### src/verilog/rcc_pkg.sv
// constants and carriers for the reference chop and temperature compensation control
// assumes a 32-bit avalon-mm slave with byte addresses; register index = byte address / 4
//
// Notes on behaviour
// RULE1 - codes 00 and 11 toggle chop each cycle
// RULE2 - code 01 fixed positive, 10 fixed reversed
// RULE3 - chop high swaps reference amplifier inputs
// RULE4 - alternate request inserts one alternate mux cycle
// RULE5 - alternate cycle positive unless code forced
// RULE6 - firmware requests one alternate cycle per accumulation
// RULE7 - firmware alternates forced codes after accumulation done
// RULE8 - written code rules whole next mux cycle
// RULE9 - firmware restores automatic code after two cycles
// RULE10 - mode 0: engine derives gain word itself
// RULE11 - mode 15: processor gain word is applied
// RULE12 - fuses read through select then value register
// RULE13 - polarity changes only at mux sync boundary
package rcc_pkg;
   localparam int ADDR_W = 16;
   localparam int IDX_W = 14;
   // register indices, byte address is four times the index
   localparam logic [13:0] IDX_GAIN_ADJUST_WORD = 14'h002E;
   localparam logic [13:0] IDX_TEMP_MODE = 14'h0038;
   localparam logic [13:0] IDX_LIN_COEFF = 14'h0030;
   localparam logic [13:0] IDX_QUAD_COEFF = 14'h0031;
   localparam logic [13:0] IDX_TEMP_REF = 14'h0032;
   localparam logic [13:0] IDX_DIE_TEMP = 14'h0033;
   localparam logic [13:0] IDX_FUSE_SEL = 14'h20FD;
   localparam logic [13:0] IDX_FUSE_VAL = 14'h20FF;
   localparam logic [13:0] IDX_CHOP_CTRL = 14'h2100;
   localparam logic [13:0] IDX_CHOP_STAT = 14'h2101;
   // control register fields
   localparam int CTRL_CODE_LSB = 0;
   localparam int CTRL_ALT_BIT = 2;
   // status register fields
   localparam int STAT_CHOP_BIT = 0;
   localparam int STAT_ALT_BIT = 1;
   localparam int STAT_ACC_BIT = 2;
   localparam int STAT_PHASE_BIT = 3;
   // chop codes
   localparam logic [1:0] CHOP_AUTO0 = 2'h0;
   localparam logic [1:0] CHOP_POS = 2'h1;
   localparam logic [1:0] CHOP_REV = 2'h2;
   localparam logic [1:0] CHOP_AUTO1 = 2'h3;
   // compensation modes
   localparam logic [31:0] MODE_INTERNAL = 32'h0000_0000;
   localparam logic [31:0] MODE_EXTERNAL = 32'h0000_000F;
   // fuse selector codes
   localparam logic [7:0] FSEL_SLOPE = 8'h04;
   localparam logic [7:0] FSEL_BGA = 8'h05;
   localparam logic [7:0] FSEL_BGB = 8'h06;
   // reset values
   localparam logic [1:0] RST_CHOP_CODE = 2'h3;
   localparam logic [31:0] RST_WORD = 32'h0000_0000;
   localparam logic [7:0] RST_FUSE_SEL = 8'h00;
   // gain arithmetic scaling
   localparam int LIN_SHIFT = 8;
   localparam int QUAD_SHIFT = 16;

   typedef struct packed {
      logic [2:0] slopeFuseField;
      logic [7:0] bandgapFuseA;
      logic [7:0] bandgapFuseB;
   } rcc_fuse_t;

   typedef struct packed {
      logic valid;
      logic [15:0] value;
   } rcc_temp_t;
endpackage : rcc_pkg

### src/verilog/rcc_ctrl.sv
// reference chop control, alternate cycle insertion, gain compensation mode, fuse readout
// assumes muxSync is a one-cycle pulse at each mux cycle start, all inputs synchronous to clock
//
// The Avalon-MM slave port was decided locally.
`timescale 1ns/1ps
module rcc_ctrl #(
   parameter int AW = 16
) (
   input wire logic clock,
   input wire logic rst,
   input wire logic [15:0] avs_address,
   input wire logic avs_read,
   input wire logic avs_write,
   input wire logic [31:0] avs_writedata,
   input wire logic [3:0] avs_byteenable,
   output logic [31:0] avs_readdata,
   output logic avs_waitrequest,
   input wire logic muxSync,
   input wire logic accumulationDoneEvent,
   input wire rcc_pkg::rcc_temp_t dieTempIn,
   input wire rcc_pkg::rcc_fuse_t fuseIn,
   input wire logic [AW-1:0] ampInP,
   input wire logic [AW-1:0] ampInN,
   output logic [AW-1:0] ampOutP,
   output logic [AW-1:0] ampOutN,
   output logic refChop,
   output logic altCycle,
   output logic [31:0] gainApplied
);
   import rcc_pkg::*;

   ////////////////////////////////////////////////////////////////////////////
   // register state
   logic ack_ff;
   logic nxt_ack;
   logic [31:0] rdata_ff;
   logic [31:0] nxt_rdata;
   logic [1:0] chopCode_ff;
   logic [1:0] nxt_chopCode;
   logic altReq_ff;
   logic nxt_altReq;
   logic accDone_ff;
   logic nxt_accDone;
   logic [31:0] gainWord_ff;
   logic [31:0] nxt_gainWord;
   logic [31:0] tempMode_ff;
   logic [31:0] nxt_tempMode;
   logic [15:0] linCoeff_ff;
   logic [15:0] nxt_linCoeff;
   logic [15:0] quadCoeff_ff;
   logic [15:0] nxt_quadCoeff;
   logic [15:0] tempRef_ff;
   logic [15:0] nxt_tempRef;
   logic [15:0] dieTemp_ff;
   logic [15:0] nxt_dieTemp;
   logic [7:0] fuseSel_ff;
   logic [7:0] nxt_fuseSel;
   // chop state
   logic refChop_ff;
   logic nxt_refChop;
   logic phase_ff;
   logic nxt_phase;
   logic altActive_ff;
   logic nxt_altActive;

   logic [13:0] idx;
   logic wrTake;
   logic rdStart;
   logic forced;
   logic [7:0] fuseMux;
   logic [31:0] gainCalc;
   logic [31:0] gainNow;
   logic [31:0] statWord;

   function automatic logic [31:0] mergeBe(input logic [31:0] old, input logic [31:0] nw,
                                          input logic [3:0] be);
      logic [31:0] r;
      r = old;
      for (int i = 0; i < 4; i++) begin
         if (be[i]) begin
            r[8*i +: 8] = nw[8*i +: 8];
         end
      end
      return r;
   endfunction : mergeBe

   ////////////////////////////////////////////////////////////////////////////
   // bus slave: one wait state, read data registered
   assign idx = avs_address[15:2];
   assign avs_waitrequest = (avs_read | avs_write) & ~ack_ff;
   assign wrTake = avs_write & ack_ff;
   assign rdStart = avs_read & ~ack_ff;
   assign nxt_ack = (avs_read | avs_write) & ~ack_ff;

   always_comb begin
      unique case (fuseSel_ff) // RULE12
         FSEL_SLOPE: fuseMux = {5'h00, fuseIn.slopeFuseField};
         FSEL_BGA: fuseMux = fuseIn.bandgapFuseA;
         FSEL_BGB: fuseMux = fuseIn.bandgapFuseB;
         default: fuseMux = 8'h00;
      endcase
   end

   always_comb begin
      statWord = '0;
      statWord[STAT_CHOP_BIT] = refChop_ff;
      statWord[STAT_ALT_BIT] = altActive_ff;
      statWord[STAT_ACC_BIT] = accDone_ff;
      statWord[STAT_PHASE_BIT] = phase_ff;
   end

   always_comb begin
      nxt_rdata = rdata_ff;
      if (rdStart) begin
         unique case (idx)
            IDX_GAIN_ADJUST_WORD: nxt_rdata = gainNow;
            IDX_TEMP_MODE: nxt_rdata = tempMode_ff;
            IDX_LIN_COEFF: nxt_rdata = {16'h0000, linCoeff_ff};
            IDX_QUAD_COEFF: nxt_rdata = {16'h0000, quadCoeff_ff};
            IDX_TEMP_REF: nxt_rdata = {16'h0000, tempRef_ff};
            IDX_DIE_TEMP: nxt_rdata = {16'h0000, dieTemp_ff};
            IDX_FUSE_SEL: nxt_rdata = {24'h000000, fuseSel_ff};
            IDX_FUSE_VAL: nxt_rdata = {24'h000000, fuseMux}; // RULE12
            IDX_CHOP_CTRL: nxt_rdata = {29'h00000000, altReq_ff, chopCode_ff};
            IDX_CHOP_STAT: nxt_rdata = statWord;
            default: nxt_rdata = 32'h0000_0000;
         endcase
      end
   end

   ////////////////////////////////////////////////////////////////////////////
   // software-written registers, plus die temperature capture from dieTempIn
   always_comb begin
      nxt_chopCode = chopCode_ff;
      nxt_gainWord = gainWord_ff;
      nxt_tempMode = tempMode_ff;
      nxt_linCoeff = linCoeff_ff;
      nxt_quadCoeff = quadCoeff_ff;
      nxt_tempRef = tempRef_ff;
      nxt_fuseSel = fuseSel_ff;
      nxt_dieTemp = dieTempIn.valid ? dieTempIn.value : dieTemp_ff;
      if (wrTake) begin
         unique case (idx)
            IDX_GAIN_ADJUST_WORD: nxt_gainWord = mergeBe(gainWord_ff, avs_writedata, avs_byteenable);
            IDX_TEMP_MODE: nxt_tempMode = mergeBe(tempMode_ff, avs_writedata, avs_byteenable);
            IDX_LIN_COEFF: nxt_linCoeff = 16'(mergeBe({16'h0000, linCoeff_ff}, avs_writedata,
                                                      avs_byteenable));
            IDX_QUAD_COEFF: nxt_quadCoeff = 16'(mergeBe({16'h0000, quadCoeff_ff}, avs_writedata,
                                                        avs_byteenable));
            IDX_TEMP_REF: nxt_tempRef = 16'(mergeBe({16'h0000, tempRef_ff}, avs_writedata,
                                                    avs_byteenable));
            IDX_FUSE_SEL: begin
               if (avs_byteenable[0]) begin
                  nxt_fuseSel = avs_writedata[7:0]; // RULE12
               end
            end
            IDX_CHOP_CTRL: begin
               if (avs_byteenable[0]) begin
                  nxt_chopCode = avs_writedata[CTRL_CODE_LSB +: 2];
               end
            end
            default: ;
         endcase
      end
   end

   // request bit: set by write of one, cleared when the alternate cycle starts; set wins
   logic altSet;
   logic accClr;
   assign altSet = wrTake & (idx == IDX_CHOP_CTRL) & avs_byteenable[0] & avs_writedata[CTRL_ALT_BIT];
   assign accClr = wrTake & (idx == IDX_CHOP_STAT) & avs_byteenable[0] & avs_writedata[STAT_ACC_BIT];

   always_comb begin
      nxt_altReq = altReq_ff;
      if (muxSync) begin
         nxt_altReq = 1'b0;
      end
      if (altSet) begin
         nxt_altReq = 1'b1; // RULE4
      end
      nxt_accDone = accDone_ff;
      if (accClr) begin
         nxt_accDone = 1'b0;
      end
      if (accumulationDoneEvent) begin
         nxt_accDone = 1'b1;
      end
   end

   ////////////////////////////////////////////////////////////////////////////
   // chop polarity, decided only at the mux cycle boundary
   assign forced = (chopCode_ff == CHOP_POS) | (chopCode_ff == CHOP_REV);

   always_comb begin
      nxt_refChop = refChop_ff;
      nxt_phase = phase_ff;
      nxt_altActive = altActive_ff;
      if (muxSync) begin // RULE13
         // code sampled here covers the whole cycle, so late writes never split one
         nxt_altActive = altReq_ff; // RULE4
         if (forced) begin
            nxt_refChop = (chopCode_ff == CHOP_REV); // RULE2 RULE8
         end else if (altReq_ff) begin
            nxt_refChop = 1'b0; // RULE5
         end else begin
            nxt_refChop = ~phase_ff; // RULE1
            nxt_phase = ~phase_ff; // RULE1
         end
      end
   end

   ////////////////////////////////////////////////////////////////////////////
   // gain compensation
   rcc_gain_calc #(
      .CW(16)
   ) u_gain (
      .clock(clock),
      .rst(rst),
      .dieTemp(dieTemp_ff),
      .refTemp(tempRef_ff),
      .linCoeff(linCoeff_ff),
      .quadCoeff(quadCoeff_ff),
      .gainOut(gainCalc)
   );

   // only mode 0 computes internally; any other mode keeps the processor word
   assign gainNow = (tempMode_ff == MODE_INTERNAL) ? gainCalc : gainWord_ff; // RULE10 RULE11
   assign gainApplied = gainNow;

   rcc_chop_swap #(
      .W(AW)
   ) u_swap (
      .clock(clock),
      .rst(rst),
      .swap(refChop_ff),
      .inP(ampInP),
      .inN(ampInN),
      .outP(ampOutP),
      .outN(ampOutN)
   );

   ////////////////////////////////////////////////////////////////////////////
   // state registers
   always_ff @(posedge clock or posedge rst) begin
      if (rst) begin
         ack_ff <= 1'b0;
         rdata_ff <= RST_WORD;
         chopCode_ff <= RST_CHOP_CODE;
         altReq_ff <= 1'b0;
         accDone_ff <= 1'b0;
         gainWord_ff <= RST_WORD;
         tempMode_ff <= RST_WORD;
         linCoeff_ff <= 16'h0000;
         quadCoeff_ff <= 16'h0000;
         tempRef_ff <= 16'h0000;
         dieTemp_ff <= 16'h0000;
         fuseSel_ff <= RST_FUSE_SEL;
         refChop_ff <= 1'b0;
         phase_ff <= 1'b0;
         altActive_ff <= 1'b0;
      end else begin
         ack_ff <= nxt_ack;
         rdata_ff <= nxt_rdata;
         chopCode_ff <= nxt_chopCode;
         altReq_ff <= nxt_altReq;
         accDone_ff <= nxt_accDone;
         gainWord_ff <= nxt_gainWord;
         tempMode_ff <= nxt_tempMode;
         linCoeff_ff <= nxt_linCoeff;
         quadCoeff_ff <= nxt_quadCoeff;
         tempRef_ff <= nxt_tempRef;
         dieTemp_ff <= nxt_dieTemp;
         fuseSel_ff <= nxt_fuseSel;
         refChop_ff <= nxt_refChop;
         phase_ff <= nxt_phase;
         altActive_ff <= nxt_altActive;
      end
   end

   assign avs_readdata = rdata_ff;
   assign refChop = refChop_ff;
   assign altCycle = altActive_ff;

   ////////////////////////////////////////////////////////////////////////////
   // checks
   property p_auto_toggle;
      @(posedge clock) disable iff (rst)
      muxSync && !forced && !altReq_ff |=> refChop_ff == !$past(phase_ff) && phase_ff != $past(phase_ff);
   endproperty
   a_auto_toggle: assert property (p_auto_toggle) else $error("auto chop did not invert"); // RULE1

   property p_forced_pos;
      @(posedge clock) disable iff (rst)
      muxSync && chopCode_ff == CHOP_POS |=> !refChop_ff;
   endproperty
   a_forced_pos: assert property (p_forced_pos) else $error("code 01 not positive"); // RULE2

   property p_forced_rev;
      @(posedge clock) disable iff (rst)
      muxSync && chopCode_ff == CHOP_REV |=> refChop_ff && $stable(phase_ff);
   endproperty
   a_forced_rev: assert property (p_forced_rev) else $error("code 10 not reversed"); // RULE2

   property p_swap;
      @(posedge clock) disable iff (rst)
      refChop_ff ##1 refChop_ff |-> ampOutP == $past(ampInN) && ampOutN == $past(ampInP);
   endproperty
   a_swap: assert property (p_swap) else $error("inputs not crossed while chop high"); // RULE3

   property p_alt_insert;
      @(posedge clock) disable iff (rst)
      muxSync && altReq_ff |=> altActive_ff && (!altReq_ff || $past(altSet));
   endproperty
   a_alt_insert: assert property (p_alt_insert) else $error("alternate cycle not inserted"); // RULE4

   property p_alt_positive;
      @(posedge clock) disable iff (rst)
      muxSync && altReq_ff && !forced |=> !refChop_ff;
   endproperty
   a_alt_positive: assert property (p_alt_positive) else $error("alternate cycle not positive"); // RULE5

   property p_hold;
      @(posedge clock) disable iff (rst)
      !muxSync |=> $stable(refChop_ff) && $stable(altActive_ff);
   endproperty
   a_hold: assert property (p_hold) else $error("polarity moved inside a cycle"); // RULE13 RULE8

   property p_mode_ext;
      @(posedge clock) disable iff (rst)
      tempMode_ff == MODE_EXTERNAL |-> gainApplied == gainWord_ff;
   endproperty
   a_mode_ext: assert property (p_mode_ext) else $error("mode 15 gain not from processor"); // RULE11

   property p_mode_int;
      @(posedge clock) disable iff (rst)
      tempMode_ff == MODE_INTERNAL && nxt_tempMode == MODE_INTERNAL && linCoeff_ff == 16'h0000
         && quadCoeff_ff == 16'h0000 |=> gainApplied == RST_WORD;
   endproperty
   a_mode_int: assert property (p_mode_int) else $error("mode 0 gain not computed"); // RULE10

   property p_fuse_read;
      @(posedge clock) disable iff (rst)
      rdStart && idx == IDX_FUSE_VAL && fuseSel_ff == FSEL_BGA |=> avs_readdata == {24'h000000, $past(fuseIn.bandgapFuseA)};
   endproperty
   a_fuse_read: assert property (p_fuse_read) else $error("fuse value read wrong"); // RULE12
endmodule : rcc_ctrl

### src/verilog/rcc_gain_calc.sv
// internal gain-adjust derivation from die temperature and two coefficients
// assumes inputs held steady between die temperature updates; one cycle of latency
`timescale 1ns/1ps
module rcc_gain_calc #(
   parameter int CW = 16
) (
   input wire logic clock,
   input wire logic rst,
   input wire logic signed [CW-1:0] dieTemp,
   input wire logic signed [CW-1:0] refTemp,
   input wire logic signed [CW-1:0] linCoeff,
   input wire logic signed [CW-1:0] quadCoeff,
   output logic [31:0] gainOut
);
   import rcc_pkg::*;

   logic signed [CW:0] delta;
   logic signed [2*CW+2:0] sq;
   logic signed [2*CW+1:0] linP;
   logic signed [3*CW+3:0] quadP;
   logic signed [3*CW+4:0] sum;
   logic [31:0] nxt_gain;
   logic [31:0] gain_ff;

   always_comb begin
      delta = (CW+1)'(dieTemp) - (CW+1)'(refTemp);
      sq = (2*CW+3)'(delta) * (2*CW+3)'(delta);
      linP = (2*CW+2)'(linCoeff) * (2*CW+2)'(delta);
      quadP = (3*CW+4)'(quadCoeff) * (3*CW+4)'(sq);
      // quadratic term scaled harder so small coefficients stay meaningful
      sum = (3*CW+5)'(linP >>> LIN_SHIFT) + (3*CW+5)'(quadP >>> QUAD_SHIFT);
      nxt_gain = sum[31:0];
   end

   always_ff @(posedge clock or posedge rst) begin
      if (rst) begin
         gain_ff <= RST_WORD;
      end else begin
         gain_ff <= nxt_gain;
      end
   end

   assign gainOut = gain_ff;
endmodule : rcc_gain_calc

### src/verilog/rcc_chop_swap.sv
// reference amplifier input connection, straight or crossed
// assumes swap comes from a flop that changes only at cycle boundaries
`timescale 1ns/1ps
module rcc_chop_swap #(
   parameter int W = 16
) (
   input wire logic clock,
   input wire logic rst,
   input wire logic swap,
   input wire logic [W-1:0] inP,
   input wire logic [W-1:0] inN,
   output logic [W-1:0] outP,
   output logic [W-1:0] outN
);
   logic [W-1:0] nxt_p;
   logic [W-1:0] nxt_n;
   logic [W-1:0] p_ff;
   logic [W-1:0] n_ff;

   always_comb begin
      // crossing the inputs flips offset sign but keeps gain polarity
      nxt_p = swap ? inN : inP; // RULE3
      nxt_n = swap ? inP : inN; // RULE3
   end

   always_ff @(posedge clock or posedge rst) begin
      if (rst) begin
         p_ff <= '0;
         n_ff <= '0;
      end else begin
         p_ff <= nxt_p;
         n_ff <= nxt_n;
      end
   end

   assign outP = p_ff;
   assign outN = n_ff;
endmodule : rcc_chop_swap

### config.mk
export PLATFORM = sky130hd
export DESIGN_NAME = rcc_ctrl
export DESIGN_NICKNAME = d
export VERILOG_FILES = /design/src/verilog/rcc_pkg.sv /design/src/verilog/rcc_ctrl.sv /design/src/verilog/rcc_gain_calc.sv /design/src/verilog/rcc_chop_swap.sv
export SDC_FILE = /design/constraint.sdc
export NUM_CORES = 2
export LEC_CHECK = 0
export BUFFER_PORTS_ARGS = -buffer_cell sky130_fd_sc_hd__buf_4
export CAP_MARGIN = 10
export CORE_MARGIN = 2
export CORE_UTILIZATION = 35
export DETAILED_ROUTE_END_ITERATION = 8
export GPL_TIMING_DRIVEN = 1
export SLEW_MARGIN = 20
export SYNTH_ARGS = -nofsm -noshare
export SYNTH_HDL_FRONTEND = slang
export SYNTH_SLANG_ARGS = --single-unit
### constraint.sdc
create_clock -name clock -period 24.5 [get_ports clock]
set_input_delay 4.9 -clock clock [delete_from_list [all_inputs] [get_ports clock]]
set_output_delay 4.9 -clock clock [all_outputs]
set_load 0.05 [all_outputs]
# --- After elaboration in Yosys (flattened, before gate mapping) ---
# Cells that the tools add are included.
word_totals:
  n_memories: 0
  ramBits: 0
  register_bits: 240
  romBits: 0
  latchBits: 0
  out_inout_bits: 99
  elab_cells: 93
  input_bits: 126
classes:
  n_mux: 11
  addsub: 2
  bitwise_logic: 15
  reduce_logical: 20
  shifts: 0
  magnitude_cmp: 0
  n_mul: 3
  div: 0
  n_eq_ne: 15
ops:
  columns: ["operator", "count"]
  rows:
  - ["case mux 32 bit (10 select lines)", 1]
  - ["== test 14 x 6 -> 1 bit, second input constant", 6]
  - ["== test 14 bit, second input constant", 4]
  - ["AND reduction 3 bit", 17]
  - ["multiplier 16 x 34 -> 48 bit", 1]
  - ["multiplier 17 x 17 -> 34 bit", 1]
  - ["multiplier 16 x 17 -> 33 bit", 1]
  - ["adder 25 x 32 -> 32 bit", 1]
  - ["zero test 32 bit", 1]
  - ["2-to-1 mux 16 bit", 2]
  - ["2-to-1 mux 32 bit", 1]
  - ["== test 8 x 3 -> 1 bit, second input constant", 3]
  - ["case mux 8 bit (3 select lines)", 1]
  - ["subtractor 16 x 16 -> 17 bit", 1]
  - ["AND 1 bit", 9]
  - ["2-to-1 mux 1 bit", 6]
  - ["inverter 1 bit", 4]
  - ["nonzero test 2 bit", 2]
  - ["== test 2 x 1 -> 1 bit, second input constant", 1]
  - ["== test 2 bit, second input constant", 1]
  - ["OR 1 bit", 2]

# --- Longest topological paths before layout ---
depth:
  word_depth: 6
  mapped_depth: 74
  mapped_depth_nobuf: 73

# --- Cells and area by module ---
# A second synthesis with hierarchy kept.
unflattened:
  cells_unflattened: 5170
  hier_area_um2: 49716.4
modules_own_cells:
  columns: ["mod", "area_each_um2", "cells_each", "n_inst", "seq_area_each_um2"]
  rows:
  - ["rcc_gain_calc", 39559.2, 4388, 1, 800.8]
  - ["rcc_ctrl", 8808.4, 713, 1, 4406.7]
  - ["rcc_chop_swap", 1348.8, 69, 1, 800.8]

# --- Worst setup path after synthesis ---
# No wires, ideal clock.
synth_path:
  kind: "register -> register"
  startpoint: "reg tempRef_ff[0]"
  endpoint: "reg u_gain.gain_ff[31], in the netlist u_gain.gainOut[31]"
  period_less_slack_ps: 16400
  setup_slack_ps: 8100
  path_stages_with_launch: 70
  setup_ps: 135
  path_buffers: 3
  t_arrival_ps: 16265
  t_required_ps: 24365
  path_cell_list: "dfrtp_1 ha_1 fa_1 nor2b_1 o21ai_0 a21boi_0 o21ai_0 a21boi_1 o21ai_0 nand2b_1 a311o_1 nand2_1 xor2_2 inv_1 clkbuf_1 clkbuf_1 nand2_1 fa_1 [... 34 more ...] nor4_1 inv_1 o31ai_1 o211ai_1 and2_1 o21a_1 o31a_1 ha_1 a21oi_1 nor2b_1 o21ai_0 nand2b_1 or4_1 nand4_1 a211oi_1 xnor2_1 xnor2_1 xor3_1"
synth_via:
  elab_chain_cells: 4
  word_cells_on_any_way: 5
  cone_classes: "2 x add/sub; 3 x mul"
synth_lines:
  columns: ["element", "line", "rtl"]
  rows:
  - ["from (decl)", "rcc_ctrl.sv:52", "logic [15:0] tempRef_ff;"]
  - ["from (signal assigned)", "rcc_ctrl.sv:271", "tempRef_ff <= nxt_tempRef;"]
  - ["subtractor 16 x 16 -> 17 bit (*)", "rcc_gain_calc.sv:26", "delta = (CW+1)'(dieTemp) - (CW+1)'(refTemp);"]
  - ["multiplier 17 x 17 -> 34 bit", "rcc_gain_calc.sv:27", "sq = (2*CW+3)'(delta) * (2*CW+3)'(delta);"]
  - ["multiplier 16 x 34 -> 48 bit", "rcc_gain_calc.sv:29", "quadP = (3*CW+4)'(quadCoeff) * (3*CW+4)'(sq);"]
  - ["adder 25 x 32 -> 32 bit (*)", "rcc_gain_calc.sv:31", "sum = (3*CW+5)'(linP >>> LIN_SHIFT) + (3*CW+5)'(quadP >>> QUAD_SHIFT);"]
  - ["via u_gain.sum[31]", "rcc_gain_calc.sv:21", "logic signed [3*CW+4:0] sum;"]
  - ["to (signal assigned)", "rcc_gain_calc.sv:39", "gain_ff <= nxt_gain;"]
  - ["to (decl)", "rcc_gain_calc.sv:23", "logic [31:0] gain_ff;"]
# The timed path passes the listed nets; every way through them passes the cells marked *.
# A chain may end at the register's enable or synchronous reset.

# --- Worst setup path in the final report ---
layout_path:
  startpoint: "reg dieTemp_ff[0]"
  endpoint: "reg u_gain.gain_ff[31], in the netlist u_gain.gainOut[31]"
layout_via:
  elab_chain_cells: 4
  word_cells_on_any_way: 5
  cone_classes: "2 x add/sub; 3 x mul"
layout_lines:
  columns: ["element", "line", "rtl"]
  rows:
  - ["from (decl)", "rcc_ctrl.sv:54", "logic [15:0] dieTemp_ff;"]
  - ["from (signal assigned)", "rcc_ctrl.sv:272", "dieTemp_ff <= nxt_dieTemp;"]
  - ["subtractor 16 x 16 -> 17 bit (*)", "rcc_gain_calc.sv:26", null]
  - ["multiplier 17 x 17 -> 34 bit", "rcc_gain_calc.sv:27", null]
  - ["multiplier 16 x 34 -> 48 bit", "rcc_gain_calc.sv:29", null]
  - ["adder 25 x 32 -> 32 bit (*)", "rcc_gain_calc.sv:31", null]
  - ["via u_gain.sum[31]", "rcc_gain_calc.sv:21", null]
# Marked as above.

==> results.sh <==
export IMPL_hold_path_depth=2
export IMPL_yosys_top_cells_count="inv_1, fa_1, nand2_1"
export IMPL_synth_flop_cell="dfrtp_1"
export IMPL_dr_pass1_iters=9
export IMPL_final_hold_viol_count=0
export IMPL_routedWlPerCell_microns=19.3
export IMPL_period_share=0.762
export IMPL_cts_setup_buffers=0
export IMPL_syn_nets=6619
export IMPL_clk_pin_slew_worst_paths_ns=0.06
export IMPL_place_gp_congestion=0.872
export IMPL_design_core_area_sq_um=139000
export IMPL_grtUsageTotal=0.195
export IMPL_wl_mm=138
export IMPL_syn_area_per_cell_sq_um=9.57
export IMPL_holdBufCountCts=0
export IMPL_synth_edf_count=0
export IMPL_rsz0062_at_grt="false"
export IMPL_fin_skew_ns=0.0181
export IMPL_area_growth_pct=9.87
export IMPL_cp_max_fo=28
export IMPL_cts_buffer_depth=3
export IMPL_worstHoldStart="avs_readdata[31]"
export IMPL_dp_slack_ns=5.90
export IMPL_ys_ff_latch=240
export IMPL_synth_seq_area_share=0.122
export IMPL_slew_viol_final=0
export IMPL_grt_max_degree=115
export IMPL_hpwl_mm=108
export IMPL_cts_tree="yes"
export IMPL_r2r_setup_slack_ns=5.83
export IMPL_ys_types=86
export IMPL_std_cell_rows=137
export IMPL_numClockSinks=240
export IMPL_drive_gt1_frac=0.115
export IMPL_worstSetupPathType="flop to flop"
export IMPL_worst_setup_path_end_kind="flop"
export IMPL_r2r_end="u_gain.gainOut[31]"
export IMPL_min_period_ns=18.67
export IMPL_drtIter0Drc=2485
export IMPL_chipHeight_microns=379
export IMPL_dieWidth_microns=379
export IMPL_critPathLaunchType="flop"
export IMPL_die_area_sq_um=143000
export IMPL_synth_area_sq_um=49100
export IMPL_cp_required_ns=24.94
export IMPL_cts_buffers=28
export IMPL_num_io_pins=225
export IMPL_ys_warn_count=0
export IMPL_insertion_delay_ns=0.58
export IMPL_setup_viol=0
export IMPL_drv_cap=0
export IMPL_min_path_type="flop to flop"
export IMPL_fin_nets=6729
export IMPL_reg2reg_from="dieTemp_ff[0]"
export IMPL_finalWorstSetupSlack_ns=5.83
export IMPL_max_slew_margin_rel=0.215
export IMPL_htree_num_levels=1
export IMPL_synth_cells=5133
export IMPL_final_setup_tns_ns=0
export IMPL_cts_root_buf="clkbuf_16"
export IMPL_cts_resized=0
export IMPL_cp_slowest_cell="a21oi_4"
export IMPL_synth_top_area_share=0.420
export IMPL_io_buffers=222
export IMPL_antenna_found_initial=5
export IMPL_via_per_inst=4.95
export IMPL_grt_overflow_total=0
export IMPL_tightest_slew_ns=1.18
export IMPL_hold_ws_ns=0.477
export IMPL_crit_arrival_ns=19.11
export IMPL_ant_nets=0
export IMPL_drc=0
export IMPL_cpMostUsedCell="fa_1"
export IMPL_fill_cells=13900
export IMPL_status="finished clean"
export IMPL_dr_total_vias=35300
export IMPL_min_to="avs_readdata[31]"
export IMPL_slowest_delay_ns=0.71
export IMPL_synth_area_leaders="fa_1, dfrtp_1, inv_1, ha_1, nand2_1"
export IMPL_fmax_mhz=53.6
export IMPL_grt_pass1_vias=38400
export IMPL_ys_async_sr_fraction=1.00
export IMPL_yosysMostFrequentCell="inv_1"
export IMPL_r2r_cells=68
export IMPL_synth_area_leader_cell="fa_1"
export IMPL_grt_pass1_wl_mm=219
export IMPL_start_util=0.352
## cell type report
cell class | count | area, sq um | share of cell area
Multi-Input combinational cell | 3495 | 38000 | 0.704
Timing Repair Buffer | 298 | 2240 | 0.0415
Clock inverter | 7 | 119 | 0.00220
Antenna cell | 1 | 2.50 | 0.0000464
Tap cell | 1876 | 2350 | 0.0435
Clock buffer | 41 | 810 | 0.0150
Inverter | 1180 | 4440 | 0.0822
Sequential cell | 240 | 6020 | 0.111
## sequential cells by signal (all words and copies together), names as in the netlist
name	flops
avs_readdata	32
gainWord_ff	32
tempMode_ff	32
u_gain.gainOut	32
dieTemp_ff	16
linCoeff_ff	16
quadCoeff_ff	16
tempRef_ff	16
u_swap.outN	16
u_swap.outP	16
fuseSel_ff	8
chopCode_ff	2
accDone_ff	1
ack_ff	1
altCycle	1
altReq_ff	1
phase_ff	1
refChop	1
## critical path: cells and delay by family (launching register included)
| kind | cells | cell delay [ns] |
|---|---|---|
| compound gates | 24 | 5.91 |
| xor+xnor | 4 | 0.76 |
| fa+ha+maj | 17 | 7.43 |
| buf+inv | 12 | 1.57 |
| flops | 1 | 0.38 |
| mux | 1 | 0.22 |
| simple gates | 10 | 2.19 |
## routing by layer
metal | wire (microns) | vias up | GRT usage
li1 | - | 15600 | -
met1 | 59500 | 18400 | 0.268
met2 | 65600 | 1097 | 0.326
met3 | 9080 | 202 | 0.0287
met4 | 3240 | 6 | 0.0434
met5 | 43 | - | 0
## through the flow
step | util | std cells | instance area (sq um)
after detailed placement | 0.380 | 7089 | 53000
final | 0.387 | 7138 | 54000
after floorplan | - | 5133 | 49100
after global routing | 0.387 | 7137 | 54000
after CTS | 0.387 | 7137 | 53900
after global placement | 0.380 | 7089 | 53000
## worst max-delay path by stage
| stage | slack (ns) | startpoint | endpoint | cells after the start |
|---|---|---|---|---|
| floorplan | 8.10 | tempRef_ff[0] | u_gain.gainOut[31] | 69 |
| finish | 5.83 | dieTemp_ff[0] | u_gain.gainOut[31] | 68 |
| detailed placement | 5.90 | dieTemp_ff[0] | u_gain.gainOut[31] | 68 |
| CTS | 5.83 | dieTemp_ff[0] | u_gain.gainOut[31] | 68 |
| global route | 4.64 | dieTemp_ff[0] | u_gain.gainOut[31] | 68 |
| global placement | 5.98 | dieTemp_ff[0] | u_gain.gainOut[31] | 69 |
## layout by cell type (no fill, tap or decap), drive strengths merged, types with 55 or more instances in the layout
master	instances
mux2	190
buf	298
xnor2	107
o21ai	100
fa	1031
and2	287
inv	1176
nor2b	55
nand2	644
a21oi	92
nor2	204
dfrtp	238
ha	329
## logic make-up (layout without fill, tap and decap cells)
group / Yosys count / count (layout) / share of synthesized area
buf+inv: 1398 / 1526 / 0.107
simple gates: 1367 / 1367 / 0.131
fa+ha+maj: 1360 / 1360 / 0.504
compound gates: 405 / 405 / 0.0553
flops: 240 / 240 / 0.122
mux: 221 / 221 / 0.0544
xor+xnor: 142 / 142 / 0.0258
other cells: 0 / 1 / 0
Power is left out: the tool's default activity adds up to more than one toggle a clock period on the data nets, which glitch-free logic cannot reach.
